**config.mk**
```make
export PLATFORM = sky130hd
export DESIGN_NAME = zcrs_core
export DESIGN_NICKNAME = d
export VERILOG_FILES = /design/src/zcrs_core.v
export VERILOG_INCLUDE_DIRS = /design/src /design/src/src
export SDC_FILE = /design/constraint.sdc
export NUM_CORES = 2
export LEC_CHECK = 0
export BUFFER_PORTS_ARGS = -buffer_cell sky130_fd_sc_hd__buf_2
export CAP_MARGIN = 40
export CORE_ASPECT_RATIO = 0.8
export CORE_MARGIN = 5
export CORE_UTILIZATION = 25
export CTS_CLUSTER_DIAMETER = 50
export CTS_CLUSTER_SIZE = 16
export DETAILED_ROUTE_END_ITERATION = 10
export GPL_TIMING_DRIVEN = 0
export PLACE_DENSITY_LB_ADDON = 0.12
export SLEW_MARGIN = 30
export SYNTH_ARGS = -nofsm -noshare
export SYNTH_HDL_FRONTEND = slang
export SYNTH_SLANG_ARGS = --single-unit
```
**constraint.sdc**
```tcl
create_clock -name i_clk -period 7.09 [get_ports i_clk]
set_input_delay 1.418 -clock i_clk [delete_from_list [all_inputs] [get_ports i_clk]]
set_output_delay 1.418 -clock i_clk [all_outputs]
set_load 0.02 [all_outputs]
```
**src/zcrs_regs.vh**
```
`ifndef ZCRS_REGS_VH
`define ZCRS_REGS_VH

// register word offsets on the fieldbus output image
`define ZCRS_ADDR_STOP_GROUP       16'h0014
`define ZCRS_ADDR_MOTOR_ERR_CLEAR  16'h0016
`define ZCRS_ADDR_US_JAM_CLEAR     16'h006d
`define ZCRS_ADDR_DS_JAM_CLEAR     16'h00bd
`define ZCRS_ADDR_US_FLOW_MODE     16'h016d
`define ZCRS_ADDR_DS_FLOW_MODE     16'h0177
`define ZCRS_ADDR_MERGE_OVERRIDE   16'h0183

`define ZCRS_WORD_RESET            16'h0000

// stop group command values
`define ZCRS_STOP_NONE             16'h0000
`define ZCRS_STOP_ENTER            16'h0001
`define ZCRS_STOP_RELEASE          16'h0002

// flow mode low byte commands
`define ZCRS_MODE_NORMAL           8'h00
`define ZCRS_MODE_ACCUM_A          8'h01
`define ZCRS_MODE_ACCUM_B          8'h02
`define ZCRS_MODE_ALT_RELEASE      8'h03
`define ZCRS_MODE_DEF_RELEASE      8'h04
`define ZCRS_MODE_RUN_FWD          8'h05
`define ZCRS_MODE_RUN_REV          8'h06
`define ZCRS_MODE_MAINT            8'h07
`define ZCRS_MODE_DIR_DEFAULT      8'h0a
`define ZCRS_MODE_DIR_OPPOSITE     8'h0b
`define ZCRS_MODE_CMD_LSB          0
`define ZCRS_MODE_CNT_LSB          8
`define ZCRS_MODE_CNT_MAX          220

// merge override field positions
`define ZCRS_MERGE_EN_BIT          15
`define ZCRS_MERGE_INH_CENTER_BIT  4
`define ZCRS_MERGE_INH_LEFT_BIT    5
`define ZCRS_MERGE_INH_RIGHT_BIT   6
`define ZCRS_MERGE_PRIO_LSB        0
`define ZCRS_MERGE_PRIO_MAX        4'h3

// jam clear and motor clear trigger bit
`define ZCRS_TRIG_BIT              0

// timing
`define ZCRS_CLK_HZ                40000000
`define ZCRS_FATAL_HOLD_MS         500
// 500 ms at 40 MHz, sized to the hold counter so nothing is cut silently
`define ZCRS_FATAL_HOLD_CYC        25'h131_2d00

`endif

```
**src/zcrs_core.v**
```verilog
// Functional notes
// - stop word 1 stops group, 2 releases
// - upstream jam word rise starts clearing
// - downstream jam word rise starts clearing
// - held one never retriggers; needs fresh rise
// - mode 3 alternate release, 4 default
// - mode 5 run forward, 6 reverse
// - mode 7 places zones in maintenance
// - mode 10 default direction, 11 opposite
// - high byte counts zones from start
// - zone count zero addresses whole subnet
// - upstream word starts upstream, downstream downstream
// - accumulate only after clear to blocked
// - occupied zone waits for fresh arrival
// - empty zone holds next arriving carton
// - merge bit 15 enables override
// - merge bits 4-6 inhibit line release
// - merge bits 0-3 select release priority
// - motor clear held 500 ms resets
`include "zcrs_regs.vh"

module zcrs_core #(
  parameter        NZ             = 220,
  parameter [7:0]  LOCAL_US_ZONE  = 8'h00,
  parameter [24:0] FATAL_HOLD_CYC = `ZCRS_FATAL_HOLD_CYC
) (
  input  wire          i_clk,
  input  wire          i_sys_rst,
  input  wire          i_reg_wr,
  input  wire          i_reg_rd,
  input  wire [15:0]   i_reg_addr,
  input  wire [15:0]   i_reg_wdata,
  output reg  [15:0]   o_reg_rdata,
  input  wire [NZ-1:0] i_zone_blocked,
  output reg           o_stop_group_stopped,
  output reg           o_us_jam_clear_start,
  output reg           o_ds_jam_clear_start,
  output reg           o_fatal_reset,
  output reg  [NZ-1:0] o_zone_accum_en,
  output reg  [NZ-1:0] o_zone_hold,
  output reg  [NZ-1:0] o_zone_alt_release,
  output reg  [NZ-1:0] o_zone_reverse,
  output reg  [NZ-1:0] o_zone_maint,
  output reg           o_merge_override,
  output reg           o_merge_inh_center,
  output reg           o_merge_inh_left,
  output reg           o_merge_inh_right,
  output reg  [1:0]    o_merge_priority
);

  ////////////////////////////////////////////////////////////////////////////
  // helpers

  function [NZ-1:0] zone_mask;
    input [7:0] start;
    input [7:0] cnt;
    integer     k;
    begin
      zone_mask = {NZ{1'b0}};
      for (k = 0; k < NZ; k = k + 1) begin
        if (cnt == 8'h00) begin
          zone_mask[k] = 1'b1;
        end else if ((k >= start) && (k < start + cnt)) begin
          zone_mask[k] = 1'b1;
        end
      end
    end
  endfunction

  // only listed codes are acted on, others leave zones alone
  function mode_known;
    input [7:0] c;
    begin
      case (c)
        `ZCRS_MODE_NORMAL, `ZCRS_MODE_ACCUM_A, `ZCRS_MODE_ACCUM_B,
        `ZCRS_MODE_ALT_RELEASE, `ZCRS_MODE_DEF_RELEASE,
        `ZCRS_MODE_RUN_FWD, `ZCRS_MODE_RUN_REV, `ZCRS_MODE_MAINT,
        `ZCRS_MODE_DIR_DEFAULT, `ZCRS_MODE_DIR_OPPOSITE: begin
          mode_known = 1'b1;
        end
        default: begin
          mode_known = 1'b0;
        end
      endcase
    end
  endfunction

  ////////////////////////////////////////////////////////////////////////////
  // stored command words

  reg [15:0] stop_word_q;
  reg [15:0] mclr_word_q;
  reg [15:0] us_jam_word_q;
  reg [15:0] ds_jam_word_q;
  reg [15:0] us_mode_word_q;
  reg [15:0] ds_mode_word_q;
  reg [15:0] merge_word_q;

  wire wr_stop  = i_reg_wr && (i_reg_addr == `ZCRS_ADDR_STOP_GROUP);
  wire wr_mclr  = i_reg_wr && (i_reg_addr == `ZCRS_ADDR_MOTOR_ERR_CLEAR);
  wire wr_usjam = i_reg_wr && (i_reg_addr == `ZCRS_ADDR_US_JAM_CLEAR);
  wire wr_dsjam = i_reg_wr && (i_reg_addr == `ZCRS_ADDR_DS_JAM_CLEAR);
  wire wr_usmod = i_reg_wr && (i_reg_addr == `ZCRS_ADDR_US_FLOW_MODE);
  wire wr_dsmod = i_reg_wr && (i_reg_addr == `ZCRS_ADDR_DS_FLOW_MODE);
  wire wr_merge = i_reg_wr && (i_reg_addr == `ZCRS_ADDR_MERGE_OVERRIDE);

  always @(posedge i_clk) begin
    if (i_sys_rst) begin
      stop_word_q    <= `ZCRS_WORD_RESET;
      mclr_word_q    <= `ZCRS_WORD_RESET;
      us_jam_word_q  <= `ZCRS_WORD_RESET;
      ds_jam_word_q  <= `ZCRS_WORD_RESET;
      us_mode_word_q <= `ZCRS_WORD_RESET;
      ds_mode_word_q <= `ZCRS_WORD_RESET;
      merge_word_q   <= `ZCRS_WORD_RESET;
    end else begin
      if (wr_stop) begin
        stop_word_q <= i_reg_wdata;
      end
      if (wr_mclr) begin
        mclr_word_q <= i_reg_wdata;
      end
      if (wr_usjam) begin
        us_jam_word_q <= i_reg_wdata;
      end
      if (wr_dsjam) begin
        ds_jam_word_q <= i_reg_wdata;
      end
      if (wr_usmod) begin
        us_mode_word_q <= i_reg_wdata;
      end
      if (wr_dsmod) begin
        ds_mode_word_q <= i_reg_wdata;
      end
      if (wr_merge) begin
        merge_word_q <= i_reg_wdata;
      end
    end
  end

  // readback, one cycle after the read strobe; unmapped reads zero
  always @(posedge i_clk) begin
    if (i_sys_rst) begin
      o_reg_rdata <= 16'h0000;
    end else if (i_reg_rd) begin
      case (i_reg_addr)
        `ZCRS_ADDR_STOP_GROUP: begin
          o_reg_rdata <= stop_word_q;
        end
        `ZCRS_ADDR_MOTOR_ERR_CLEAR: begin
          o_reg_rdata <= mclr_word_q;
        end
        `ZCRS_ADDR_US_JAM_CLEAR: begin
          o_reg_rdata <= us_jam_word_q;
        end
        `ZCRS_ADDR_DS_JAM_CLEAR: begin
          o_reg_rdata <= ds_jam_word_q;
        end
        `ZCRS_ADDR_US_FLOW_MODE: begin
          o_reg_rdata <= us_mode_word_q;
        end
        `ZCRS_ADDR_DS_FLOW_MODE: begin
          o_reg_rdata <= ds_mode_word_q;
        end
        `ZCRS_ADDR_MERGE_OVERRIDE: begin
          o_reg_rdata <= merge_word_q;
        end
        default: begin
          o_reg_rdata <= 16'h0000;
        end
      endcase
    end
  end

  ////////////////////////////////////////////////////////////////////////////
  // stop group

  always @(posedge i_clk) begin
    if (i_sys_rst) begin
      o_stop_group_stopped <= 1'b0;
    end else if (wr_stop) begin
      if (i_reg_wdata == `ZCRS_STOP_ENTER) begin
        o_stop_group_stopped <= 1'b1;
      end else if (i_reg_wdata == `ZCRS_STOP_RELEASE) begin
        o_stop_group_stopped <= 1'b0;
      end
    end
  end

  ////////////////////////////////////////////////////////////////////////////
  // jam clear: edge of the stored word, so a held 1 fires once

  reg us_jam_prev_q;
  reg ds_jam_prev_q;

  always @(posedge i_clk) begin
    if (i_sys_rst) begin
      us_jam_prev_q        <= 1'b0;
      ds_jam_prev_q        <= 1'b0;
      o_us_jam_clear_start <= 1'b0;
      o_ds_jam_clear_start <= 1'b0;
    end else begin
      us_jam_prev_q        <= us_jam_word_q[`ZCRS_TRIG_BIT];
      ds_jam_prev_q        <= ds_jam_word_q[`ZCRS_TRIG_BIT];
      o_us_jam_clear_start <= us_jam_word_q[`ZCRS_TRIG_BIT] & ~us_jam_prev_q;
      o_ds_jam_clear_start <= ds_jam_word_q[`ZCRS_TRIG_BIT] & ~ds_jam_prev_q;
    end
  end

  ////////////////////////////////////////////////////////////////////////////
  // remote fatal error reset; any drop of the bit restarts the count

  reg [24:0] mclr_cnt_q;

  always @(posedge i_clk) begin
    if (i_sys_rst) begin
      mclr_cnt_q    <= 25'h000_0000;
      o_fatal_reset <= 1'b0;
    end else begin
      o_fatal_reset <= 1'b0;
      if (!mclr_word_q[`ZCRS_TRIG_BIT]) begin
        mclr_cnt_q <= 25'h000_0000;
      end else if (mclr_cnt_q < FATAL_HOLD_CYC) begin
        mclr_cnt_q <= mclr_cnt_q + 25'h000_0001;
        if (mclr_cnt_q == FATAL_HOLD_CYC - 25'h000_0001) begin
          o_fatal_reset <= 1'b1;
        end
      end
    end
  end

  ////////////////////////////////////////////////////////////////////////////
  // zone sensors cross in from the field

  reg [NZ-1:0] blk_meta_q;
  reg [NZ-1:0] blk_sync_q;
  reg [NZ-1:0] blk_prev_q;

  always @(posedge i_clk) begin
    if (i_sys_rst) begin
      blk_meta_q <= {NZ{1'b0}};
      blk_sync_q <= {NZ{1'b0}};
      blk_prev_q <= {NZ{1'b0}};
    end else begin
      blk_meta_q <= i_zone_blocked;
      blk_sync_q <= blk_meta_q;
      blk_prev_q <= blk_sync_q;
    end
  end

  wire [NZ-1:0] blk_rise = blk_sync_q & ~blk_prev_q;
  wire [NZ-1:0] blk_fall = ~blk_sync_q & blk_prev_q;

  ////////////////////////////////////////////////////////////////////////////
  // flow mode commands; downstream write wins if both land together

  wire       mode_wr  = wr_usmod | wr_dsmod;
  wire [7:0] mode_cmd = i_reg_wdata[`ZCRS_MODE_CMD_LSB +: 8];
  wire [7:0] mode_cnt = i_reg_wdata[`ZCRS_MODE_CNT_LSB +: 8];
  wire [7:0] mode_org = wr_dsmod ? LOCAL_US_ZONE + 8'h01 : LOCAL_US_ZONE;
  wire [NZ-1:0] msk   = zone_mask(mode_org, mode_cnt);
  wire       mode_act = mode_wr && mode_known(mode_cmd);

  integer z;

  always @(posedge i_clk) begin
    if (i_sys_rst) begin
      o_zone_accum_en    <= {NZ{1'b0}};
      o_zone_hold        <= {NZ{1'b0}};
      o_zone_alt_release <= {NZ{1'b0}};
      o_zone_reverse     <= {NZ{1'b0}};
      o_zone_maint       <= {NZ{1'b0}};
    end else begin
      for (z = 0; z < NZ; z = z + 1) begin
        // a held zone lets go once its carton leaves, then waits again
        if (o_zone_accum_en[z] && blk_rise[z]) begin
          o_zone_hold[z] <= 1'b1;
        end else if (blk_fall[z]) begin
          o_zone_hold[z] <= 1'b0;
        end
        if (mode_act && msk[z]) begin
          case (mode_cmd)
            `ZCRS_MODE_NORMAL: begin
              o_zone_accum_en[z] <= 1'b0;
              o_zone_hold[z]     <= 1'b0;
              o_zone_maint[z]    <= 1'b0;
            end
            `ZCRS_MODE_ACCUM_A, `ZCRS_MODE_ACCUM_B: begin
              // occupied zones are not held until a fresh arrival
              o_zone_accum_en[z] <= 1'b1;
              o_zone_hold[z]     <= 1'b0;
            end
            `ZCRS_MODE_ALT_RELEASE: begin
              o_zone_alt_release[z] <= 1'b1;
            end
            `ZCRS_MODE_DEF_RELEASE: begin
              o_zone_alt_release[z] <= 1'b0;
            end
            `ZCRS_MODE_RUN_FWD: begin
              o_zone_reverse[z] <= 1'b0;
            end
            `ZCRS_MODE_RUN_REV: begin
              o_zone_reverse[z] <= 1'b1;
            end
            `ZCRS_MODE_MAINT: begin
              o_zone_maint[z] <= 1'b1;
            end
            `ZCRS_MODE_DIR_DEFAULT: begin
              o_zone_reverse[z] <= 1'b0;
            end
            `ZCRS_MODE_DIR_OPPOSITE: begin
              o_zone_reverse[z] <= 1'b1;
            end
            default: begin
              o_zone_maint[z] <= o_zone_maint[z];
            end
          endcase
        end
      end
    end
  end

  ////////////////////////////////////////////////////////////////////////////
  // merge override; out-of-range priority keeps the last good one

  wire [3:0] prio_code = i_reg_wdata[`ZCRS_MERGE_PRIO_LSB +: 4];

  always @(posedge i_clk) begin
    if (i_sys_rst) begin
      o_merge_override   <= 1'b0;
      o_merge_inh_center <= 1'b0;
      o_merge_inh_left   <= 1'b0;
      o_merge_inh_right  <= 1'b0;
      o_merge_priority   <= 2'h0;
    end else if (wr_merge) begin
      o_merge_override   <= i_reg_wdata[`ZCRS_MERGE_EN_BIT];
      o_merge_inh_center <= i_reg_wdata[`ZCRS_MERGE_EN_BIT] &
                            i_reg_wdata[`ZCRS_MERGE_INH_CENTER_BIT];
      o_merge_inh_left   <= i_reg_wdata[`ZCRS_MERGE_EN_BIT] &
                            i_reg_wdata[`ZCRS_MERGE_INH_LEFT_BIT];
      o_merge_inh_right  <= i_reg_wdata[`ZCRS_MERGE_EN_BIT] &
                            i_reg_wdata[`ZCRS_MERGE_INH_RIGHT_BIT];
      if (!i_reg_wdata[`ZCRS_MERGE_EN_BIT]) begin
        o_merge_priority <= 2'h0;
      end else if (prio_code <= `ZCRS_MERGE_PRIO_MAX) begin
        o_merge_priority <= prio_code[1:0];
      end
    end
  end

endmodule

```
### After elaboration in Yosys (flattened, before gate mapping)

Memories as Yosys holds them, arrays and structs flattened.
Index checks and enable logic that the tools add are counted.

* flip-flop bits (word level): 1925
* logic and storage cells: 4279
* bits of input ports: 256
* memories: 1
* memory bits (read-only): 16
* output and inout port bits: 1126

* eq/ne operators: 20
* reductions and logical operators: 1564
* add/subtract/negate cells: 2
* bitwise operators: 14
* mux-type cells: 1332
* magnitude comparators: 442

Memory list
* (name not given): depth 16, bits a word 1, rd ports 1, clocked after Yosys merged registers in 0, write ports 0, RTL line zcrs_core.v:74 `case (c)`

Operators with widths (number)
* $lt A8 B32 Y1 const A: 91
* $lt A7 B32 Y1 const A: 64
* $reduce_and A2 Y1: 882
* $mux W1: 1325
* $lt A6 B32 Y1 const A: 32
* $ge A8 B1 Y1 const A: 92
* $logic_and A1 B1 Y1: 668
* $lt A5 B32 Y1 const A: 16
* $ge A7 B1 Y1 const A: 64
* $and A220 B220 Y220: 2
* $not A220 Y220: 2
* $lt A4 B32 Y1 const A: 8
* $ge A6 B1 Y1 const A: 32
* $lt A3 B32 Y1 const A: 4
* $pmux W16 S7: 1
* $ge A5 B1 Y1 const A: 16
* $lt A1 B32 Y1 const A: 2
* $lt A2 B32 Y1 const A: 2
* $eq A16 B9 Y1 const B: 3
* $eq A16 B5 Y1 const B: 2
* $eq A8 B3 Y1 const B: 4
* $ge A4 B1 Y1 const A: 8
* $add A25 B1 Y25 const B: 1
* $eq A25 B25 Y1 const B: 1
* other kinds (25): 52

### Logic depth before layout (Yosys ltp)

* depth after elaboration: 10
* gate-level depth with buffers: 22
* depth with buffers taken out: 13

### Least setup slack after synthesis

OpenSTA, ideal clock, no wires.

* path kind: input to register
* from: input i_reg_addr[13]
* to: register o_zone_accum_en[208]
* stages on the path: 18
* arrival time: 5.719 ns
* buffers on the path: 5
* setup time: 0.091 ns
* slack: 1.280 ns
* data required time: 6.999 ns
* path through: nor4_1 -> nand3_1 -> nor2_1 -> clkbuf_1 -> nand2_1 -> clkbuf_1 -> inv_1 -> ha_1 -> clkbuf_1 -> nand4_1 -> nor2_2 -> nor2_1 -> a22oi_1 -> and3_1 -> clkbuf_1 -> buf_2 -> a21oi_1 -> a311oi_1

* longest elaborated chain between the ends: 10
* elaborated cells between the ends (all ways): 15
* those cells by class: add/sub: 1; order compare: 2; eq/ne: 2; mux: 3; bitwise: 1; reduce/logical: 6

RTL lines
* start, declared: RTL line zcrs_core.v:31 `input wire [15:0] i_reg_addr,`
* $eq A16 B9 Y1
* $logic_and A1 B1 Y1: RTL line zcrs_core.v:104 `` wire wr_dsmod = i_reg_wr && (i_reg_addr == `ZCRS_ADDR_DS_FLOW_MODE); ``
* $mux W1: RTL line zcrs_core.v:260 `wire [7:0] mode_org = wr_dsmod ? LOCAL_US_ZONE + 8'h01 : LOCAL_US_ZONE;`
* $add A1 B8 Y9: RTL line zcrs_core.v:63 `end else if ((k >= start) && (k < start + cnt)) begin`
* $lt A8 B32 Y1: RTL line zcrs_core.v:63
* $logic_and A1 B1 Y1: RTL line zcrs_core.v:63
* $mux W1: RTL line zcrs_core.v:63
* $mux W1: RTL line zcrs_core.v:61 `if (cnt == 8'h00) begin`
* $logic_and A1 B1 Y1 *: RTL line zcrs_core.v:281 `if (mode_act && msk[z]) begin`
* $reduce_and A2 Y1 (no line) *
* end signal, assigned: RTL line zcrs_core.v:268 `o_zone_accum_en <= {NZ{1'b0}};`
* end, declared: RTL line zcrs_core.v:39 `output reg [NZ-1:0] o_zone_accum_en,`

Every way passes the cells marked *; elsewhere a longest branch is shown, timed or not.
A chain may end at the register's enable or synchronous reset.

### Final worst setup path

* from: input i_reg_addr[8]
* to: register o_zone_reverse[145]

* longest elaborated chain between the ends: 10
* elaborated cells between the ends (all ways): 15
* those cells by class: add/sub: 1; order compare: 2; eq/ne: 2; mux: 3; bitwise: 1; reduce/logical: 6

RTL lines
* $eq A16 B9 Y1
* $logic_and A1 B1 Y1: RTL line zcrs_core.v:104
* $mux W1: RTL line zcrs_core.v:260
* $add A1 B8 Y9: RTL line zcrs_core.v:63
* $lt A8 B32 Y1: RTL line zcrs_core.v:63
* $logic_and A1 B1 Y1: RTL line zcrs_core.v:63
* $mux W1: RTL line zcrs_core.v:63
* $mux W1: RTL line zcrs_core.v:61
* $logic_and A1 B1 Y1 *: RTL line zcrs_core.v:281
* $reduce_and A2 Y1 (no line) *
* end signal, assigned: RTL line zcrs_core.v:271 `o_zone_reverse <= {NZ{1'b0}};`
* end, declared: RTL line zcrs_core.v:42 `output reg [NZ-1:0] o_zone_reverse,`

Marks and branches as above.

==> flow_metrics.py <==
metrics = {
    "floorplan": {
        "ioPinCount": 1382,
        "start_util_pct": 25.2,
        "die_width_um": 602,
        "core_area_um2": 278000,
        "die_y_um": 483,
        "rows": 173,
        "fp.dieArea_um2": 291000,
    },
    "grt": {
        "antenna_found_initial": 77,
        "grt_pass1_vias": 66000,
        "grt_usage_pct": 32.5,
        "grt-ovfl-total": 0,
        "grt_pass1_wl_mm": 642,
        "grt_max_degree": 17,
    },
    "sta": {
        "max_clock_freq_ghz": 0.140,
        "hold_viol": 0,
        "slew_headroom_pct": 34.1,
        "skew_ns": 0.0492,
        "fin_setup_tns_ns": -0.0606,
        "rsz0062_at_grt": "false",
        "fin_crit_ns": 7.14,
        "fin_crit_sh_pct": 101,
        "setup_slack_ns": -0.0536,
        "setup_viol": 3,
        "drv_slew": 0,
        "tightest_slew_ns": 0.988,
    },
    "layout": {
        "post-route-cell-area_um2": 93100,
        "regArea_um2": 38500,
        "fillers": 29300,
        "finalNonFillerCells": 13500,
        "multi_input_area_um2": 29500,
        "drive_gt1_share_pct": 23.3,
        "nets": 9892,
        "syn_to_final_growth_pct": 33.0,
    },
    "yosys": {
        "synth_common_cells": "dfxtp_1 (1,924), a21oi_1 (902), nand2_1 (848)",
        "yosys-top-cells-area": "dfxtp_1 (55%), nor2b_1 (6.6%), a21oi_1 (6.4%)",
        "yosys_warnings": 0,
        "syn-num-nets": 8092,
        "synth_ff_type": "dfxtp_1",
        "syn_area_um2": 70000,
        "ys_ff_latch": 1924,
        "synthCells": 7833,
        "ys_seq_area_share_pct": 55.0,
        "synth-async-reset-ratio_pct": 0,
        "yosysTopAreaCell": "dfxtp_1",
        "synth_most_common_cell": "dfxtp_1",
        "postSynthAreaPerCell_um2": 8.94,
        "synth_top_area_share_pct": 55.0,
        "synth_cell_type_count": 86,
        "synth_edf_count": 0,
    },
    "hold_path": {
        "worst_hold_path.endpoint": "o_ds_jam_clear_start",
        "min_from": "ds_jam_prev_q",
        "whs_path_depth": 1,
        "hp-class": "register to register",
    },
    "detailed_routing": {
        "antenna_left": 0,
        "vias": 70300,
        "wl_per_cell_um": 36.7,
        "dr.pass1.iters": 6,
        "vias_per_cell": 5.20,
        "drtIter0Drc": 7095,
        "wl_mm": 496,
        "drc_errors": 0,
    },
    "outcome": {
        "violations": "negative setup slack",
        "outcome": "finished, violations left",
    },
    "critical_path": {
        "crit_fanout": 10,
        "r2r-end": "o_fatal_reset",
        "critPathArrivalTime_ns": 7.93,
        "required_ns": 7.88,
        "crit_family": "buffers and inverters",
        "critical-path-slowest-cell": "clkdlybuf4s15_1",
        "criticalPathCategory": "input port to register",
        "critical_path_buf_inv_count": 8,
        "rr_startpoint": "mclr_cnt_q[8]",
        "reg2reg_slack_ns": 4.79,
        "rr_worst_depth": 6,
        "endpoint_kind": "register",
        "path_cells": "buf_2 > nand3_1 > or2_2 > nor2_4 > clkbuf_2 > nand2_2 > clkbuf_2 > inv_1 > ha_2 > clkbuf_2 > buf_2 > buf_2 > a311o_1 > clkdlybuf4s15_1 > nand2_1 > nor2_1 > o211ai_1 > o21ai_0",
        "slowest_delay_ns": 0.89,
        "critPathLaunch": "i_reg_addr[8]",
        "start_kind": "input port",
    },
    "place": {
        "place.gp.congestion": 0.963,
        "io_buffer_count": 1374,
        "placed_area_um2": 84900,
        "hpwlAfterDp_mm": 407,
        "place_inst": 13100,
    },
    "clock_tree": {
        "cts.htree.levels": 4,
        "clockRootBuffer": "clkbuf_16",
        "clk_pin_slew_ns": 0.06,
        "cts_buffer_depth": 4,
        "cts_tree": "built",
        "cts_buffers": 222,
        "clk_latency_ns": 0.91,
        "clock-sinks": 1924,
        "ctsHoldBuffers": 0,
    },
    "power_and_ir_drop": {
        "clkPwrFrac_pct": 49.6,
        "power_density_nw_per_um2": 266,
        "p_int_uw": 18200,
        "netSwitchingPower_uw": 6600,
        "leakage_uw": 0.0382,
        "ir_drop_mv": 0.204,
        "combPwrFrac_pct": 5.9,
        "switching_share_pct": 26.7,
        "p_seq_share_pct": 44.5,
    },
    "flow_run": {
        "maxCapViolCount": 0,
    },
}
[flip-flops by register name (all words and copies together), names as in the netlist, 25 cells and up]
register            flops
o_zone_accum_en       220
o_zone_reverse        220
blk_meta_q            220
o_zone_hold           220
o_zone_alt_release    220
blk_prev_q            220
blk_sync_q            220
mclr_cnt_q             25
o_zone_maint          220
[routing by layer]
metal / track usage [%] / wire (um)
met3: 9.83 / 44700
met4: 17.1 / 31400
met2: 50.7 / 218000
met5: 0 / 90
met1: 40.4 / 202000
[power groups by stage]
| stage | Clock (uW) | Sequential [uW] | Combinational [uW] |
|---|---|---|---|
| final | 12300 | 11000 | 1450 |
| after global routing | 12900 | 11000 | 1480 |
| after CTS | 12500 | 11000 | 1420 |
| after detailed placement | 0 | 11300 | 1410 |
| after global placement | 0 | 11300 | 1250 |
| after floorplan | 0 | 11200 | 490 |
[cell families (layout without fill, tap and decap cells)]
logic type               count (synthesis)  in the layout  share of synthesized area, %
AO/OA/AOI/OAI                         2210           2210                          18.7
XOR/XNOR                                34             34                         0.425
adder cells (fa/ha/maj)                  3              3                        0.0536
buffers and inverters                  691           2666                          3.83
flip-flops                            1924           1924                          55.0
multiplexers                            77             77                          1.10
other                                    0             35                             0
AND/OR/NAND/NOR                       2894           2894                          20.9
[stage by stage]
step / hold slack, ns / util (%) / setup WS, ns / total power (uW)
2_1_floorplan: 0.367 / - / 1.28 / 11700
3_3_place_gp: 0.380 / 29.3 / -7.60 / 12500
3_5_place_dp: 0.378 / 30.5 / -2.73 / 12700
4_1_cts: 0.388 / 33.3 / 0.0180 / 24900
5_1_grt: 0.410 / 33.4 / 0.0244 / 25400
6_report: 0.385 / 33.5 / -0.0536 / 24800
[what timing repair did]
item                                    in CTS  in global routing
gates resized for setup                     34                 20
pin swaps                                    6                  2
endpoints found under the setup margin    1095                416
buffers inserted                            11                  6
[how the worst max path moves through the flow]
stage	to	slack [ns]	depth (start not counted)
2_1_floorplan	o_zone_accum_en[208]	1.28	18
3_3_place_gp	o_zone_reverse[149]	-7.60	18
3_5_place_dp	o_zone_reverse[148]	-2.73	20
4_1_cts	o_zone_reverse[12]	0.02	18
5_1_grt	o_zone_accum_en[136]	0.02	18
6_report	o_zone_reverse[145]	-0.05	18
[cells in the final DEF, fill, tap and decap left out, types with 222 or more instances in the layout]
master and count:
dfxtp_1 1924, buf_2 1458, a21oi_1 890, nand2_1 833, nor2b_1 735, o21ai_0 567, nor2_1 396, nand3_1 368
clkbuf_1 334, clkbuf_16 223, a211oi_1 222
[cell type report]
| class | instances | share of cell area (%) |
|---|---|---|
| Multi-Input combinational cell | 5218 | 31.6 |
| Clock inverter | 140 | 1.87 |
| Inverter | 160 | 0.645 |
| Timing Repair Buffer | 1579 | 10.7 |
| Sequential cell | 1924 | 41.4 |
| Tap cell | 3675 | 4.94 |
| Clock buffer | 259 | 6.40 |
| Antenna cell | 35 | 0.0941 |
| Buffer | 528 | 2.41 |
Note: power is estimated with default switching activity, not from simulation.
